<file path="config.mk">
export PLATFORM = sky130hd
export DESIGN_NAME = ccs_sched
export DESIGN_NICKNAME = d
export VERILOG_FILES = /design/src/hw/ccs_pkg.sv /design/src/hw/ccs_sched.sv
export SDC_FILE = /design/constraint.sdc
export NUM_CORES = 1
export LEC_CHECK = 0
export ABC_AREA = 1
export BUFFER_PORTS_ARGS = -buffer_cell sky130_fd_sc_hd__buf_4
export CORE_MARGIN = 4
export CORE_UTILIZATION = 60
export CTS_CLUSTER_SIZE = 20
export DETAILED_ROUTE_END_ITERATION = 16
export PLACE_DENSITY = 0.82
export SLEW_MARGIN = 5
export SYNTH_ARGS = -nofsm -noshare
export SYNTH_HDL_FRONTEND = slang
export SYNTH_SLANG_ARGS = --single-unit
export TNS_END_PERCENT = 5
</file>
<file path="constraint.sdc">
create_clock -name clk_i -period 3.55 [get_ports clk_i]
set_input_delay 0.5325 -clock clk_i [delete_from_list [all_inputs] [get_ports clk_i]]
set_output_delay 0.5325 -clock clk_i [all_outputs]
set_load 0.03 [all_outputs]
</file>
<file path="src/hw/ccs_pkg.sv">
// constants and carrier types of the channel context scheduler
package ccs_pkg;
  localparam logic [4:0]  CCS_STEP_LAST    = 5'h1f;
  localparam int          CCS_ENTRY_SHIFT  = 5;
  localparam int          CCS_DESC_SHIFT   = 3;
  localparam int          CCS_ALT_SHIFT    = 1;
  localparam logic [7:0]  CCS_OFS_CTL      = 8'h00;
  localparam logic [7:0]  CCS_OFS_TXRING   = 8'h02;
  localparam logic [7:0]  CCS_OFS_TXRINGLO = 8'h04;
  localparam logic [7:0]  CCS_OFS_ADDR_HI  = 8'h06;
  localparam logic [7:0]  CCS_OFS_ADDR_LO  = 8'h08;
  localparam logic [7:0]  CCS_OFS_JUMP     = 8'h10;
  localparam logic [7:0]  CCS_OFS_RX       = 8'h12;
  localparam logic [7:0]  CCS_OFS_RXRING   = 8'h14;
  localparam logic [7:0]  CCS_OFS_RXRINGLO = 8'h16;
  localparam int          CCS_TX_CHANNEL_READY_BIT    = 15;
  localparam int          CCS_JUMP_BIT     = 13;
  localparam int          CCS_END_BIT      = 8;
  localparam int          CCS_OWN_BIT      = 15;
  localparam int          CCS_RX_CHANNEL_READY_BIT    = 15;
  localparam int          CCS_ACTIVE_BIT   = 15;
  localparam logic [12:0] CCS_MGMT_ENTRY   = 13'h0000;
  localparam logic [12:0] CCS_FIRST_ENTRY  = 13'h0001;
  localparam logic [12:0] CCS_ADDR_1K_MASK = 13'h03ff;

  typedef enum logic [15:0] {
    CCS_IDLE   = 16'h0001, CCS_WAIT_TP = 16'h0002, CCS_CTL    = 16'h0004, CCS_JUMP  = 16'h0008,
    CCS_RING   = 16'h0010, CCS_RINGLO  = 16'h0020, CCS_DESC   = 16'h0040, CCS_AHI   = 16'h0080,
    CCS_ALO    = 16'h0100, CCS_TX      = 16'h0200, CCS_WB     = 16'h0400, CCS_NEXT  = 16'h0800,
    CCS_ALT    = 16'h1000, CCS_RXC     = 16'h2000, CCS_RXR    = 16'h4000, CCS_RXRLO = 16'h8000
  } ccs_state_t;

  typedef struct packed {
    logic enq_sent;
    logic status_sent;
    logic enq_rcvd;
    logic status_rcvd;
    logic second_seq;
  } ccs_lmi_ev_t;

  typedef struct packed {
    logic [12:0] entry;
    logic [31:0] addr_field;
    logic [23:0] desc_addr;
  } ccs_tx_req_t;
endpackage : ccs_pkg

</file>
<file path="src/hw/ccs_sched.sv">
// channel context scheduler: prescaled poll timers, transmit scanner, receive lookup
`timescale 1ns/1ps
`default_nettype none

module ccs_poll_timer (
  input  wire logic        clk_i,
  input  wire logic        rst_i,
  input  wire logic        ce_i,
  input  wire logic        start_i,
  input  wire logic        tick_i,
  input  wire logic [15:0] period_i,
  output logic             expire_o
);
  logic [15:0] cnt_reg, cnt_next;
  logic        run_reg, run_next, exp_next;

  always_comb
  begin
    cnt_next = cnt_reg;
    run_next = run_reg;
    exp_next = 1'b0;
    if (start_i)
    begin
      cnt_next = period_i;
      run_next = 1'b1;
    end
    else if (tick_i && run_reg)
    begin
      cnt_next = cnt_reg + 16'h0001;
      if (cnt_next == 16'h0000)
      begin
        run_next = 1'b0;
        exp_next = 1'b1;
      end
    end
  end

  always_ff @(posedge clk_i)
  begin
    if (rst_i)
    begin
      cnt_reg  <= 16'h0000;
      run_reg  <= 1'b0;
      expire_o <= 1'b0;
    end
    else if (ce_i)
    begin
      cnt_reg  <= cnt_next;
      run_reg  <= run_next;
      expire_o <= exp_next;
    end
  end
endmodule : ccs_poll_timer

module ccs_sched import ccs_pkg::*; #(
  parameter int ADDR_W = 24
) (
  input  wire logic              clk_i,
  input  wire logic              rst_i,
  input  wire logic              ce_i,
  input  wire logic [15:0]       timer_prescale_setting_i,
  input  wire logic              extended_init_block_enable_i,
  input  wire logic [15:0]       user_poll_period_i,
  input  wire logic [15:0]       network_poll_period_i,
  input  wire logic [15:0]       transmit_poll_period_i,
  input  wire logic              lmi_auto_i,
  input  wire ccs_lmi_ev_t       lmi_ev_i,
  input  wire logic              start_user_poll_i,
  input  wire logic              start_network_poll_i,
  input  wire logic [ADDR_W-1:0] context_table_base_i,
  input  wire logic [ADDR_W-1:0] address_lookup_table_base_i,
  input  wire logic              lookup_1k_i,
  input  wire logic              info_transfer_start_i,
  input  wire logic              transmit_demand_i,
  input  wire logic              priority_transmit_demand_i,
  input  wire logic              mem_ack_i,
  input  wire logic [15:0]       mem_rdata_i,
  input  wire logic              tx_done_i,
  input  wire logic              tx_taken_i,
  input  wire logic              rx_frame_i,
  input  wire logic [12:0]       rx_addr_i,
  output logic                   mem_req_o,
  output logic                   mem_we_o,
  output logic [ADDR_W-1:0]      mem_addr_o,
  output logic [15:0]            mem_wdata_o,
  output logic                   tx_start_o,
  output ccs_tx_req_t            tx_req_o,
  output logic                   rx_go_o,
  output logic                   rx_drop_o,
  output logic [12:0]            rx_entry_o,
  output logic [ADDR_W-1:0]      rx_desc_o,
  output logic                   send_enquiry_o,
  output logic                   user_poll_err_o,
  output logic                   network_poll_err_o,
  output logic                   user_poll_prim_o,
  output logic                   network_poll_prim_o
);
  initial
  begin
    if (ADDR_W < 24 || ADDR_W > 32)
      $error("ccs_sched: ADDR_W must be 24 to 32");
  end

  // prescaler and timer tick
  logic [4:0]  step_reg, step_next;
  logic [16:0] pre_reg, pre_next, pre_load;
  logic [15:0] set_m1;
  logic        tick_reg, tick_next;

  always_comb
  begin
    set_m1    = extended_init_block_enable_i ? timer_prescale_setting_i - 16'h0001
              : {8'h00, timer_prescale_setting_i[7:0] - 8'h01};
    pre_load  = {1'b0, set_m1} + 17'h00001;
    step_next = step_reg + 5'h01;
    pre_next  = pre_reg;
    tick_next = 1'b0;
    if (step_reg == CCS_STEP_LAST)
    begin
      if (pre_reg == 17'h00000)
      begin
        pre_next  = pre_load;
        tick_next = 1'b1;
      end
      else
        pre_next = pre_reg - 17'h00001;
    end
  end

  always_ff @(posedge clk_i)
  begin
    if (rst_i)
    begin
      step_reg <= 5'h00;
      pre_reg  <= 17'h00000;
      tick_reg <= 1'b0;
    end
    else if (ce_i)
    begin
      step_reg <= step_next;
      pre_reg  <= pre_next;
      tick_reg <= tick_next;
    end
  end

  // link-management and transmit poll timers
  logic t1_start, t2_start, t1_exp, t2_exp, tp_exp, tp_start;
  logic stat_seen_reg, stat_seen_next, enq_seen_reg, enq_seen_next;
  logic send_next, uerr_next, nerr_next, uprim_next, nprim_next;

  ccs_poll_timer u_user_poll (.clk_i(clk_i), .rst_i(rst_i), .ce_i(ce_i), .start_i(t1_start),
    .tick_i(tick_reg), .period_i(user_poll_period_i), .expire_o(t1_exp));
  ccs_poll_timer u_network_poll (.clk_i(clk_i), .rst_i(rst_i), .ce_i(ce_i), .start_i(t2_start),
    .tick_i(tick_reg), .period_i(network_poll_period_i), .expire_o(t2_exp));
  ccs_poll_timer u_transmit_poll (.clk_i(clk_i), .rst_i(rst_i), .ce_i(ce_i), .start_i(tp_start),
    .tick_i(tick_reg), .period_i(transmit_poll_period_i), .expire_o(tp_exp));

  always_comb
  begin
    t1_start = lmi_auto_i ? (lmi_ev_i.enq_sent && !lmi_ev_i.second_seq) : start_user_poll_i;
    t2_start = lmi_auto_i ? (lmi_ev_i.status_sent && !lmi_ev_i.second_seq) : start_network_poll_i;
    stat_seen_next = t1_start ? 1'b0 : stat_seen_reg;
    enq_seen_next  = t2_start ? 1'b0 : enq_seen_reg;
    // a reply in the restart cycle is kept
    if (lmi_ev_i.status_rcvd && !lmi_ev_i.second_seq)
      stat_seen_next = 1'b1;
    if (lmi_ev_i.enq_rcvd && !lmi_ev_i.second_seq)
      enq_seen_next = 1'b1;
    send_next  = t1_exp && lmi_auto_i;
    uerr_next  = t1_exp && lmi_auto_i && !stat_seen_reg;
    nerr_next  = t2_exp && lmi_auto_i && !enq_seen_reg;
    uprim_next = t1_exp && !lmi_auto_i;
    nprim_next = t2_exp && !lmi_auto_i;
  end

  always_ff @(posedge clk_i)
  begin
    if (rst_i)
    begin
      stat_seen_reg       <= 1'b0;
      enq_seen_reg        <= 1'b0;
      send_enquiry_o      <= 1'b0;
      user_poll_err_o     <= 1'b0;
      network_poll_err_o  <= 1'b0;
      user_poll_prim_o    <= 1'b0;
      network_poll_prim_o <= 1'b0;
    end
    else if (ce_i)
    begin
      stat_seen_reg       <= stat_seen_next;
      enq_seen_reg        <= enq_seen_next;
      send_enquiry_o      <= send_next;
      user_poll_err_o     <= uerr_next;
      network_poll_err_o  <= nerr_next;
      user_poll_prim_o    <= uprim_next;
      network_poll_prim_o <= nprim_next;
    end
  end

  // scanner and receive lookup
  function automatic logic [ADDR_W-1:0] ct_addr(input logic [ADDR_W-1:0] base, input logic [12:0] idx,
                                                 input logic [7:0] ofs);
    ct_addr = base + (ADDR_W'(idx) << CCS_ENTRY_SHIFT) + ADDR_W'(ofs);
  endfunction : ct_addr

  ccs_state_t          st_reg, st_next, ret_reg, ret_next;
  logic [12:0]         ent_reg, ent_next, rxe_reg, rxe_next, rxa_reg, rxa_next;
  logic [15:0]         ctl_reg, ctl_next, ringw_reg, ringw_next, ahi_reg, ahi_next, rxw_reg, rxw_next;
  logic [ADDR_W-1:0]   ring_reg, ring_next, desc_reg, desc_next, addr_next, rxd_next, wait_ofs;
  logic                req_next, we_next, txs_next, rgo_next, rdrop_next, got;
  logic                svc_reg, svc_next, rxp_reg, rxp_next, ptd_reg, ptd_next;
  logic [15:0]         wdata_next;
  ccs_tx_req_t         txr_next;

  always_comb
  begin
    st_next = st_reg;  ret_next = ret_reg;  ent_next = ent_reg;  rxe_next = rxe_reg;
    rxa_next = rxa_reg;  ctl_next = ctl_reg;  ringw_next = ringw_reg;  ahi_next = ahi_reg;
    rxw_next = rxw_reg;  ring_next = ring_reg;  desc_next = desc_reg;  svc_next = svc_reg;
    addr_next = mem_addr_o;  wdata_next = mem_wdata_o;  we_next = mem_we_o;  txr_next = tx_req_o;
    rxd_next = rx_desc_o;  txs_next = 1'b0;  rgo_next = 1'b0;  rdrop_next = 1'b0;  tp_start = 1'b0;
    rxp_next = rxp_reg;  ptd_next = ptd_reg || priority_transmit_demand_i;
    wait_ofs = '0;
    got      = mem_req_o && mem_ack_i;
    req_next = mem_req_o && !mem_ack_i;
    if (rx_frame_i)
    begin
      rxp_next = 1'b1;
      rxa_next = lookup_1k_i ? (rx_addr_i & CCS_ADDR_1K_MASK) : rx_addr_i;
    end
    case (st_reg)
      CCS_IDLE, CCS_WAIT_TP, CCS_TX:
      begin
        if (st_reg == CCS_IDLE && info_transfer_start_i)
        begin
          ent_next = CCS_FIRST_ENTRY;
          st_next  = CCS_WAIT_TP;
          tp_start = 1'b1;
        end
        else if (st_reg == CCS_WAIT_TP && (tp_exp || transmit_demand_i))
          st_next = CCS_CTL;
        else if (st_reg == CCS_TX && tx_done_i)
        begin
          st_next  = tx_taken_i ? CCS_WB : CCS_NEXT;
          svc_next = tx_taken_i;
        end
        else if (rxp_reg)
        begin
          rxp_next = rx_frame_i;
          ret_next = st_reg;
          st_next  = CCS_ALT;
        end
      end
      CCS_CTL, CCS_JUMP, CCS_RING, CCS_RINGLO, CCS_AHI, CCS_ALO, CCS_RXC, CCS_RXR, CCS_RXRLO:
      begin
        case (st_reg)
          CCS_CTL:    wait_ofs = ct_addr(context_table_base_i, ent_reg, CCS_OFS_CTL);
          CCS_JUMP:   wait_ofs = ct_addr(context_table_base_i, ent_reg, CCS_OFS_JUMP);
          CCS_RING:   wait_ofs = ct_addr(context_table_base_i, ent_reg, CCS_OFS_TXRING);
          CCS_RINGLO: wait_ofs = ct_addr(context_table_base_i, ent_reg, CCS_OFS_TXRINGLO);
          CCS_AHI:    wait_ofs = ct_addr(context_table_base_i, ent_reg, CCS_OFS_ADDR_HI);
          CCS_ALO:    wait_ofs = ct_addr(context_table_base_i, ent_reg, CCS_OFS_ADDR_LO);
          CCS_RXC:    wait_ofs = ct_addr(context_table_base_i, rxe_reg, CCS_OFS_RX);
          CCS_RXR:    wait_ofs = ct_addr(context_table_base_i, rxe_reg, CCS_OFS_RXRING);
          default:    wait_ofs = ct_addr(context_table_base_i, rxe_reg, CCS_OFS_RXRINGLO);
        endcase
        if (!mem_req_o)
        begin
          req_next  = 1'b1;
          we_next   = 1'b0;
          addr_next = wait_ofs;
        end
        else if (got)
        begin
          case (st_reg)
            CCS_CTL:
            begin
              ctl_next = mem_rdata_i;
              st_next  = mem_rdata_i[CCS_TX_CHANNEL_READY_BIT] ? CCS_RING : CCS_NEXT;
            end
            CCS_JUMP:
            begin
              ent_next = mem_rdata_i[15:3];
              st_next  = svc_reg ? CCS_WAIT_TP : CCS_CTL;
              tp_start = svc_reg;
              svc_next = 1'b0;
            end
            CCS_RING:
            begin
              ringw_next = mem_rdata_i;
              st_next    = CCS_RINGLO;
            end
            CCS_RINGLO:
            begin
              ring_next = ADDR_W'({ringw_reg[7:0], mem_rdata_i});
              st_next   = CCS_DESC;
            end
            CCS_AHI:
            begin
              ahi_next = mem_rdata_i;
              st_next  = CCS_ALO;
            end
            CCS_ALO:
            begin
              txr_next = '{entry: ent_reg, addr_field: {ahi_reg, mem_rdata_i}, desc_addr: 24'(desc_reg)};
              txs_next = 1'b1;
              st_next  = CCS_TX;
            end
            CCS_RXC:
            begin
              rxw_next = mem_rdata_i;
              st_next  = mem_rdata_i[CCS_RX_CHANNEL_READY_BIT] ? CCS_RXR : ret_reg;
              rdrop_next = !mem_rdata_i[CCS_RX_CHANNEL_READY_BIT];
            end
            CCS_RXR:
            begin
              ring_next = ring_reg;
              ahi_next  = ahi_reg;
              rxd_next  = ADDR_W'({mem_rdata_i[7:0], 16'h0000});
              st_next   = CCS_RXRLO;
            end
            default:
            begin
              rxd_next = rx_desc_o + ADDR_W'(mem_rdata_i)
                       + (ADDR_W'(rxw_reg[14:8]) << CCS_DESC_SHIFT);
              rgo_next = 1'b1;
              st_next  = ret_reg;
            end
          endcase
        end
      end
      CCS_DESC:
      begin
        if (!mem_req_o)
        begin
          req_next  = 1'b1;
          we_next   = 1'b0;
          desc_next = ring_reg + (ADDR_W'(ringw_reg[15:9]) << CCS_DESC_SHIFT);
          addr_next = desc_next;
        end
        else if (got)
          st_next = mem_rdata_i[CCS_OWN_BIT] ? CCS_AHI : CCS_NEXT;
      end
      CCS_WB:
      begin
        if (!mem_req_o)
        begin
          req_next   = 1'b1;
          we_next    = 1'b1;
          addr_next  = ct_addr(context_table_base_i, ent_reg, CCS_OFS_TXRING);
          wdata_next = {ringw_reg[15:9] + 7'h01, ringw_reg[8:0]};
        end
        else if (got)
        begin
          we_next = 1'b0;
          st_next = CCS_NEXT;
        end
      end
      CCS_NEXT:
      begin
        st_next = svc_reg ? CCS_WAIT_TP : CCS_CTL;
        if (ptd_reg)
        begin
          ptd_next = priority_transmit_demand_i;
          ent_next = CCS_MGMT_ENTRY;
        end
        else if (ctl_reg[CCS_JUMP_BIT])
          st_next = CCS_JUMP;
        else
          ent_next = ctl_reg[CCS_END_BIT] ? CCS_FIRST_ENTRY : ent_reg + 13'h0001;
        if (st_next == CCS_WAIT_TP)
        begin
          tp_start = 1'b1;
          svc_next = 1'b0;
        end
      end
      CCS_ALT:
      begin
        if (!mem_req_o)
        begin
          req_next  = 1'b1;
          we_next   = 1'b0;
          addr_next = address_lookup_table_base_i + (ADDR_W'(rxa_reg) << CCS_ALT_SHIFT);
        end
        else if (got)
        begin
          rxe_next   = mem_rdata_i[12:0];
          st_next    = mem_rdata_i[CCS_ACTIVE_BIT] ? CCS_RXC : ret_reg;
          rdrop_next = !mem_rdata_i[CCS_ACTIVE_BIT];
        end
      end
      default:
        st_next = CCS_IDLE;
    endcase
  end

  always_ff @(posedge clk_i)
  begin
    if (rst_i)
    begin
      st_reg <= CCS_IDLE;  ret_reg <= CCS_IDLE;  ent_reg <= CCS_FIRST_ENTRY;  rxe_reg <= '0;
      rxa_reg <= '0;  ctl_reg <= '0;  ringw_reg <= '0;  ahi_reg <= '0;  rxw_reg <= '0;
      ring_reg <= '0;  desc_reg <= '0;  svc_reg <= 1'b0;  rxp_reg <= 1'b0;  ptd_reg <= 1'b0;
      mem_req_o <= 1'b0;  mem_we_o <= 1'b0;  mem_addr_o <= '0;  mem_wdata_o <= '0;
      tx_start_o <= 1'b0;  tx_req_o <= '0;  rx_go_o <= 1'b0;  rx_drop_o <= 1'b0;
      rx_entry_o <= '0;  rx_desc_o <= '0;
    end
    else if (ce_i)
    begin
      st_reg <= st_next;  ret_reg <= ret_next;  ent_reg <= ent_next;  rxe_reg <= rxe_next;
      rxa_reg <= rxa_next;  ctl_reg <= ctl_next;  ringw_reg <= ringw_next;  ahi_reg <= ahi_next;
      rxw_reg <= rxw_next;  ring_reg <= ring_next;  desc_reg <= desc_next;  svc_reg <= svc_next;
      rxp_reg <= rxp_next;  ptd_reg <= ptd_next;
      mem_req_o <= req_next;  mem_we_o <= we_next;  mem_addr_o <= addr_next;  mem_wdata_o <= wdata_next;
      tx_start_o <= txs_next;  tx_req_o <= txr_next;  rx_go_o <= rgo_next;  rx_drop_o <= rdrop_next;
      rx_entry_o <= rxe_next;  rx_desc_o <= rxd_next;
    end
  end
endmodule : ccs_sched

`default_nettype wire
</file>
After elaboration in Yosys (flattened, before gate mapping)
Index checks and enable logic that the tools add are counted.
{"block": "totals", "register_bits": 405, "inputBits": 161, "wordCells": 301}
{"block": "classes", "add_sub_neg": 24, "n_eq_ne": 40, "muxes": 115, "bitwise_logic": 5, "reduce_logical": 73}
{"operator": "2-to-1 mux 16 bit", "count": 22}
{"operator": "case mux 24 bit (8 select lines)", "count": 1}
{"operator": "case mux 16 bit (8 select lines)", "count": 1}
{"operator": "2-to-1 mux 13 bit", "count": 8}
{"operator": "adder 24 x 5 -> 24 bit, second input constant", "count": 4}
{"operator": "2-to-1 mux 24 bit", "count": 4}
{"operator": "case mux 16 bit (6 select lines)", "count": 1}
{"operator": "case mux 24 bit (4 select lines)", "count": 1}
{"operator": "2-to-1 mux 1 bit", "count": 64}
{"operator": "adder 16 x 1 -> 16 bit, second input constant", "count": 3}
{"operator": "adder 24 x 10 -> 24 bit", "count": 2}
{"operator": "adder 24 x 18 -> 24 bit", "count": 2}
{"operator": "adder 24 x 3 -> 24 bit, second input constant", "count": 2}
{"operator": "logical NOT 16 bit", "count": 3}
{"operator": "case mux 24 bit (2 select lines)", "count": 1}
{"operator": "case mux 13 bit (3 select lines)", "count": 1}
{"operator": "!= test 2 bit, second input constant", "count": 19}
{"operator": "2-to-1 mux 12 bit", "count": 3}
{"operator": "AND reduction 5 bit", "count": 7}
{"operator": "== test 16 x 2 -> 1 bit, second input constant", "count": 2}
{"operator": "adder 24 x 14 -> 24 bit", "count": 1}
{"operator": "adder 24 x 16 -> 24 bit", "count": 1}
{"operator": "adder 24 x 2 -> 24 bit, second input constant", "count": 1}
{"operator": "adder 24 x 4 -> 24 bit, second input constant", "count": 1}
{"operator": "51 further kinds", "count": 102}

Depth between registers and ports, before layout
{"block": "logic_depth", "depth_word": 9, "ltp_mapped": 23, "depth_no_buf": 22}

By module
Synthesis repeated with hierarchy kept, for this count alone.
{"block": "unflattened", "hier_cells": 4179, "area_unflattened_um2": 26655.6}
{"module": "ccs_sched", "n_inst": 1, "cells_per_inst": 3600, "area_per_inst_um2": 22864.4, "seq_area_each_um2": 6626.4}
{"module": "ccs_poll_timer", "n_inst": 3, "cells_per_inst": 193, "area_per_inst_um2": 1263.7, "seq_area_each_um2": 360.3}

Least setup slack after synthesis
OpenSTA, ideal clock, no wires.
{"block": "synth_timing", "kind": "in2reg", "startpoint": "input context_table_base_i[5]", "endpoint": "register mem_addr_o[15]", "setup_ns": 0.120, "arrival_time_ns": 2.918, "path_slack_ns": 0.513, "cell_stages": 19, "path_buffers": 0, "path_cell_list": "ha_1 -> fa_1 -> nand3_1 -> nand3_1 -> nand2_1 -> nand2_1 -> nand2_1 -> nand2_1 -> nor2_1 -> nand3_1 -> nor2_4 -> nand2_1 -> xor2_1 -> nand2_1 -> o21ai_1 -> a21oi_1 -> nand2_1 -> nand2_1 -> a21oi_1"}
{"block": "synth_via", "elab_chain_cells": 5, "elab_cells_between_ends": 14, "cone_classes": "add/sub (10); mux (4)"}
{"element": "from (decl)", "line_no": "ccs_sched.sv:70", "rtl": "input wire logic [ADDR_W-1:0] context_table_base_i,"}
{"element": "adder 24 x 18 -> 24 bit", "line_no": "ccs_sched.sv:203", "rtl": "ct_addr = base + (ADDR_W'(idx) << CCS_ENTRY_SHIFT) + ADDR_W'(ofs);"}
{"element": "adder 24 x 5 -> 24 bit, or another cell as far along", "line_no": "ccs_sched.sv:203"}
{"element": "case mux 24 bit (8 select lines)", "line_no": "ccs_sched.sv:256", "rtl": "case (st_reg)"}
{"element": "2-to-1 mux 24 bit", "line_no": "ccs_sched.sv:267", "rtl": "if (!mem_req_o)"}
{"element": "case mux 24 bit (4 select lines) (*)", "line_no": "ccs_sched.sv:231", "rtl": "case (st_reg)"}
{"element": "to (signal assigned)", "line_no": "ccs_sched.sv:414", "rtl": "mem_req_o <= req_next; mem_we_o <= we_next; mem_addr_o <= addr_next; mem_wdata_o <= wdata_next;"}
{"element": "to (decl)", "line_no": "ccs_sched.sv:84", "rtl": "output logic [ADDR_W-1:0] mem_addr_o,"}
Mark *: on every way between the ends. The rest lies on a longest branch, timed or not. The select of a mux whose other input is x is not followed.
A chain may end at the register's enable or synchronous reset.

Worst setup path in the final report
{"block": "layout_timing", "startpoint": "register st_reg[4]", "endpoint": "register mem_addr_o[9]"}
{"block": "layout_via", "elab_chain_cells": 4, "elab_cells_between_ends": 22, "cone_classes": "eq/ne (16); mux (3); reduce/logical (3)"}
{"element": "from (decl)", "line_no": "ccs_sched.sv:206", "rtl": "ccs_state_t st_reg, st_next, ret_reg, ret_next;"}
{"element": "from (signal assigned)", "line_no": "ccs_sched.sv:410", "rtl": "st_reg <= st_next; ret_reg <= ret_next; ent_reg <= ent_next; rxe_reg <= rxe_next;"}
{"element": "== test 16 x 15 -> 1 bit, or another cell as far along", "line_no": "ccs_sched.sv:231, ccs_sched.sv:256"}
{"element": "case mux 24 bit (8 select lines) / OR reduction 9 bit (equally long branches)", "line_no": "ccs_sched.sv:256, ccs_sched.sv:231"}
{"element": "2-to-1 mux 24 bit, or another cell as far along", "line_no": "ccs_sched.sv:267"}
{"element": "case mux 24 bit (4 select lines) / AND reduction 6 bit (equally long branches)"}
Parallel ways exist; a longest one is shown, timed or not. The select of a mux whose other input is x is not followed.

==> impl_summary.txt <==
----------------------------------------------------
[Run status]
  Outcome ... complete, no violations

[Floorplanning]
  Full die area ... 0.04713 mm^2
  DIE WIDTH ... 217.1 um
  Row Count ... 76
  Height of the chip ... 217.1 um
  Area of the core ... 0.04317 mm^2
  Effective utilization at floorplan ... 0.6077
  Number of I/O pins ... 317

[Placement]
  Placed cell area ... 0.03007 mm^2
  RePlAce Congestion ... 1.067
  Placed cell count ... 4967
  Buffers on Ports ... 316
  Sum of net half-perimeters after detailed placement ... 75330 um

[Worst setup path]
  Cell with the largest stage delay on the worst path ... sky130_fd_sc_hd__o311ai_1
  Kind of critical path ... flop to flop
  Cells on worst reg2reg path ... 17
  Worst setup EP type ... flop
  Delay contributed by the slowest stage of the critical path ... 0.56 ns
  Worst Setup Start Kind ... flop
  Crit path max fanout ... 5
  Critical Path RT ... 3.96 ns
  Most Frequent Cell on Critical Path ... sky130_fd_sc_hd__nor2_1
  Arrival time of the worst setup path ... 3.90 ns
  Cells along the critical path ... nor2_1 -> nand2_2 -> inv_2 -> nand2_2 -> nor2_1 -> nand2_1 -> inv_1 -> fa_1 -> inv_1 -> a21oi_1 -> nor2_1 -> xor2_1 -> nand2_1 -> o211ai_1 -> o311ai_1 -> buf_4 -> a21oi_1
  Launch point of the worst reg-to-reg path ... st_reg[4]
  Top cell family by delay on the critical path ... compound AO/OA/AOI/OAI gates
  Crit Reg-Reg Endpoint ... mem_addr_o[9]
  Total buffers and inverters traversed by the critical path ... 4
  FF-to-FF setup slack ... 0.06 ns

[Synthesis]
  Commonest cells in the netlist ... sky130_fd_sc_hd__nand2_1 (853), sky130_fd_sc_hd__inv_1 (488), sky130_fd_sc_hd__a21oi_1 (414)
  Per-instance average area after synthesis ... 6.482 um^2
  Most area-consuming cells after synthesis ... sky130_fd_sc_hd__dfxtp_1 (29%), sky130_fd_sc_hd__nand2_1 (12%), sky130_fd_sc_hd__a21oi_1 (7.9%)
  Most common cell in the netlist ... sky130_fd_sc_hd__nand2_1
  Syn_nets ... 4313
  Netlist area before placement ... 0.02623 mm^2
  Seq cells post-synth ... 385
  Library cell occupying the most area in the post-synthesis netlist ... sky130_fd_sc_hd__dfxtp_1
  Warnings, synthesis ... 0
  Top cell type's share of synthesized area ... 0.2938
  Post-synth EDFFs ... 0
  Count of distinct cell types in the synthesized netlist ... 77
  Proportion of synthesized chip area in sequential cells ... 0.2938
  Cell count after synthesis ... 4047
  Most common flop cell mapped by yosys ... sky130_fd_sc_hd__dfxtp_1
  Async S/R FF share, synth ... 0

[Drt]
  Routed vias ... 29860
  Routed WL ... 98180 um
  Vias per inst ... 5.915
  Iter 0 DRT Violations ... 3770
  Iteration count of the initial detailed-routing pass ... 8
  DRC violations left ... 0
  Antenna viol nets, final ... 0
  Wire length per cell after detailed routing ... 19.45 um

[Timing]
  Final min period ... 3.492 ns
  Total negative slack for setup checks ... 0 ns
  Measured slew at the worst slew-check pin ... 0.9499 ns
  Number of slew-limit violations in the final report ... 0
  Setup violations, final ... 0
  Share of the clock period used by the worst path ... 0.9838
  Relative max-transition margin ... 0.3661
  Highest clock rate ... 286.3 MHz
  Fin. Hold Viols ... 0
  Fin Clk Skew ... 0.01950 ns

[Pwr]
  Internal power contribution ... 0.008809 W
  Leak ... 14.38 nW
  Power per standard cell area ... 450.9 mW/mm^2
  Register share of total power ... 0.332
  Switching share of total power ... 0.3805
  Peak ir drop on the vdd network ... 0.0004728 V
  Power share of the clock group ... 0.310
  Combinational power share ... 0.358
  Net switching component of the power ... 0.005410 W

[Global routing]
  Global-route usage over all layers ... 0.3983
  Global-route wire length before repair ... 150400 um
  Initial antenna violation count ... 2
  Total congestion overflow after global routing ... 0
  Vias in the first global route ... 27240
  Largest net degree at the start of global routing ... 173

[CTS]
  Bufs on Longest Clock Path ... 3
  Sinks on Clock Net ... 385
  Cts bufs inserted ... 42
  CTS clock-pin slew for the worst setup and hold paths ... 0.06 ns
  Hold Buf Count CTS ... 0
  Worst-skew pair later-pin latency ... 0.57 ns
  CTS tree ... done
  Clk Tree Root Cell ... sky130_fd_sc_hd__clkbuf_16
  H-tree depth ... 2

[Hold path]
  HP Start ... rx_addr_i[7]
  Number of cells on the worst hold path ... 3
  Hold Path Sink ... rxa_reg[7]
  Type of the worst min-delay path ... primary input to flop

[Final layout]
  Layout overhead on the synthesized area ... 20.22%
  Area used by sequential logic in the layout ... 0.007707 mm^2
  Register containing the most flip-flops in the final layout ... tx_req_o
  Number of nets in the final layout ... 4696
  Number of flip-flops under the largest register name ... 69
  Finished layout cell area ... 0.03154 mm^2
  Cell Count, Final, Fillers Out ... 5048
  Share of post-route cells with drive strength above 1 ... 0.1481
  Area used by multi-input combinational logic ... 0.01610 mm^2
  Filler cells ... 3726

[Run]
  # Max-Cap Violations ... 0

----------------------------------------------------
## power by group through the flow
| stage | combinational, W | sequential (W) | clock, W |
|---|---|---|---|
| 2_1_floorplan | 0.00305 | 0.00476 | 0 |
| 3_3_place_gp | 0.00485 | 0.00480 | 0 |
| 3_5_place_dp | 0.00486 | 0.00481 | 0 |
| 4_1_cts | 0.00488 | 0.00472 | 0.00443 |
| 5_1_grt | 0.00551 | 0.00474 | 0.00462 |
| 6_report | 0.00509 | 0.00472 | 0.00441 |
## worst max path at each step
| stage | startpoint | end | slack (ns) | cells past startpoint |
|---|---|---|---|---|
| after floorplan | context_table_base_i[5] | mem_addr_o[15] | 0.51 | 19 |
| after global placement | context_table_base_i[5] | mem_addr_o[13] | -0.11 | 18 |
| after detailed placement | context_table_base_i[5] | mem_addr_o[13] | -0.16 | 18 |
| after CTS | ent_reg[0] | mem_addr_o[13] | 0.11 | 17 |
| after global routing | ringw_reg[9] | mem_addr_o[23] | -0.01 | 16 |
| final | st_reg[4] | mem_addr_o[9] | 0.06 | 17 |
## cells in the final DEF, fill, tap and decap left out, drive strengths merged, types with 41 or more instances in the layout
cell / instances
dfxtp: 385
ha: 92
inv: 501
a21oi: 417
nor3: 94
clkbuf: 59
nand2: 873
nor2: 403
o21ai: 343
buf: 483
xor2: 92
xnor2: 41
nand4: 74
o21a: 56
nand3: 277
## area by class of cell
cell class              instances  share of cell area
diodes                          1          0.00007935
clock buffers                  59             0.03888
clock inverters                17            0.005158
inverters                     506             0.06070
multi-input cells            3012              0.5105
flip-flops and latches        385              0.2444
well taps                     585             0.02321
repair buffers                483              0.1171
## worst register-to-register path: cells and delay by family, from the launching register on
family	cells	cell delay, ns
fa+ha+maj	1	0.36
compound gates	4	1.02
xor+xnor	1	0.14
flops	1	0.36
simple gates	7	0.81
buf+inv	4	0.66
## cell families (layout without fill, tap and decap cells)
| logic type | Yosys count | in the layout | synth area share |
|---|---|---|---|
| AND/OR/NAND/NOR | 1783 | 1783 | 0.2971 |
| AO/OA/AOI/OAI | 980 | 980 | 0.2109 |
| buffers and inverters | 650 | 1065 | 0.09505 |
| flip-flops | 385 | 385 | 0.2938 |
| XOR/XNOR | 133 | 133 | 0.04498 |
| adder cells (fa/ha/maj) | 105 | 105 | 0.05380 |
| multiplexers | 11 | 11 | 0.004340 |
| other | 0 | 1 | 0 |
## repair_timing
| item | CTS | global route |
|---|---|---|
| endpoints found under the setup margin | 0 | 10 |
| endpoints found under the hold margin | 0 | 0 |
| setup buffers | 0 | 4 |
| resized for setup | 0 | 14 |
## metrics by stage
step / utilization / power, W / hold slack (ns) / setup WS [ns]
3_5_place_dp: 0.6964 / 0.009663 / 0.4369 / -0.1619
4_1_cts: 0.7286 / 0.01403 / 0.2190 / 0.1098
3_3_place_gp: 0.6964 / 0.009656 / 0.4301 / -0.1125
6_report: 0.7305 / 0.01422 / 0.2347 / 0.05765
2_1_floorplan: - / 0.007809 / 0.4174 / 0.5125
5_1_grt: 0.7305 / 0.01487 / 0.2376 / -0.01033
## routing by layer
metal | GRT usage | routed length (um)
met5 | 0 | 11
met4 | 0.2279 | 6586
met3 | 0.07582 | 10060
met2 | 0.6187 | 42520
met1 | 0.5204 | 39000
(Power assumes the default switching activity.)
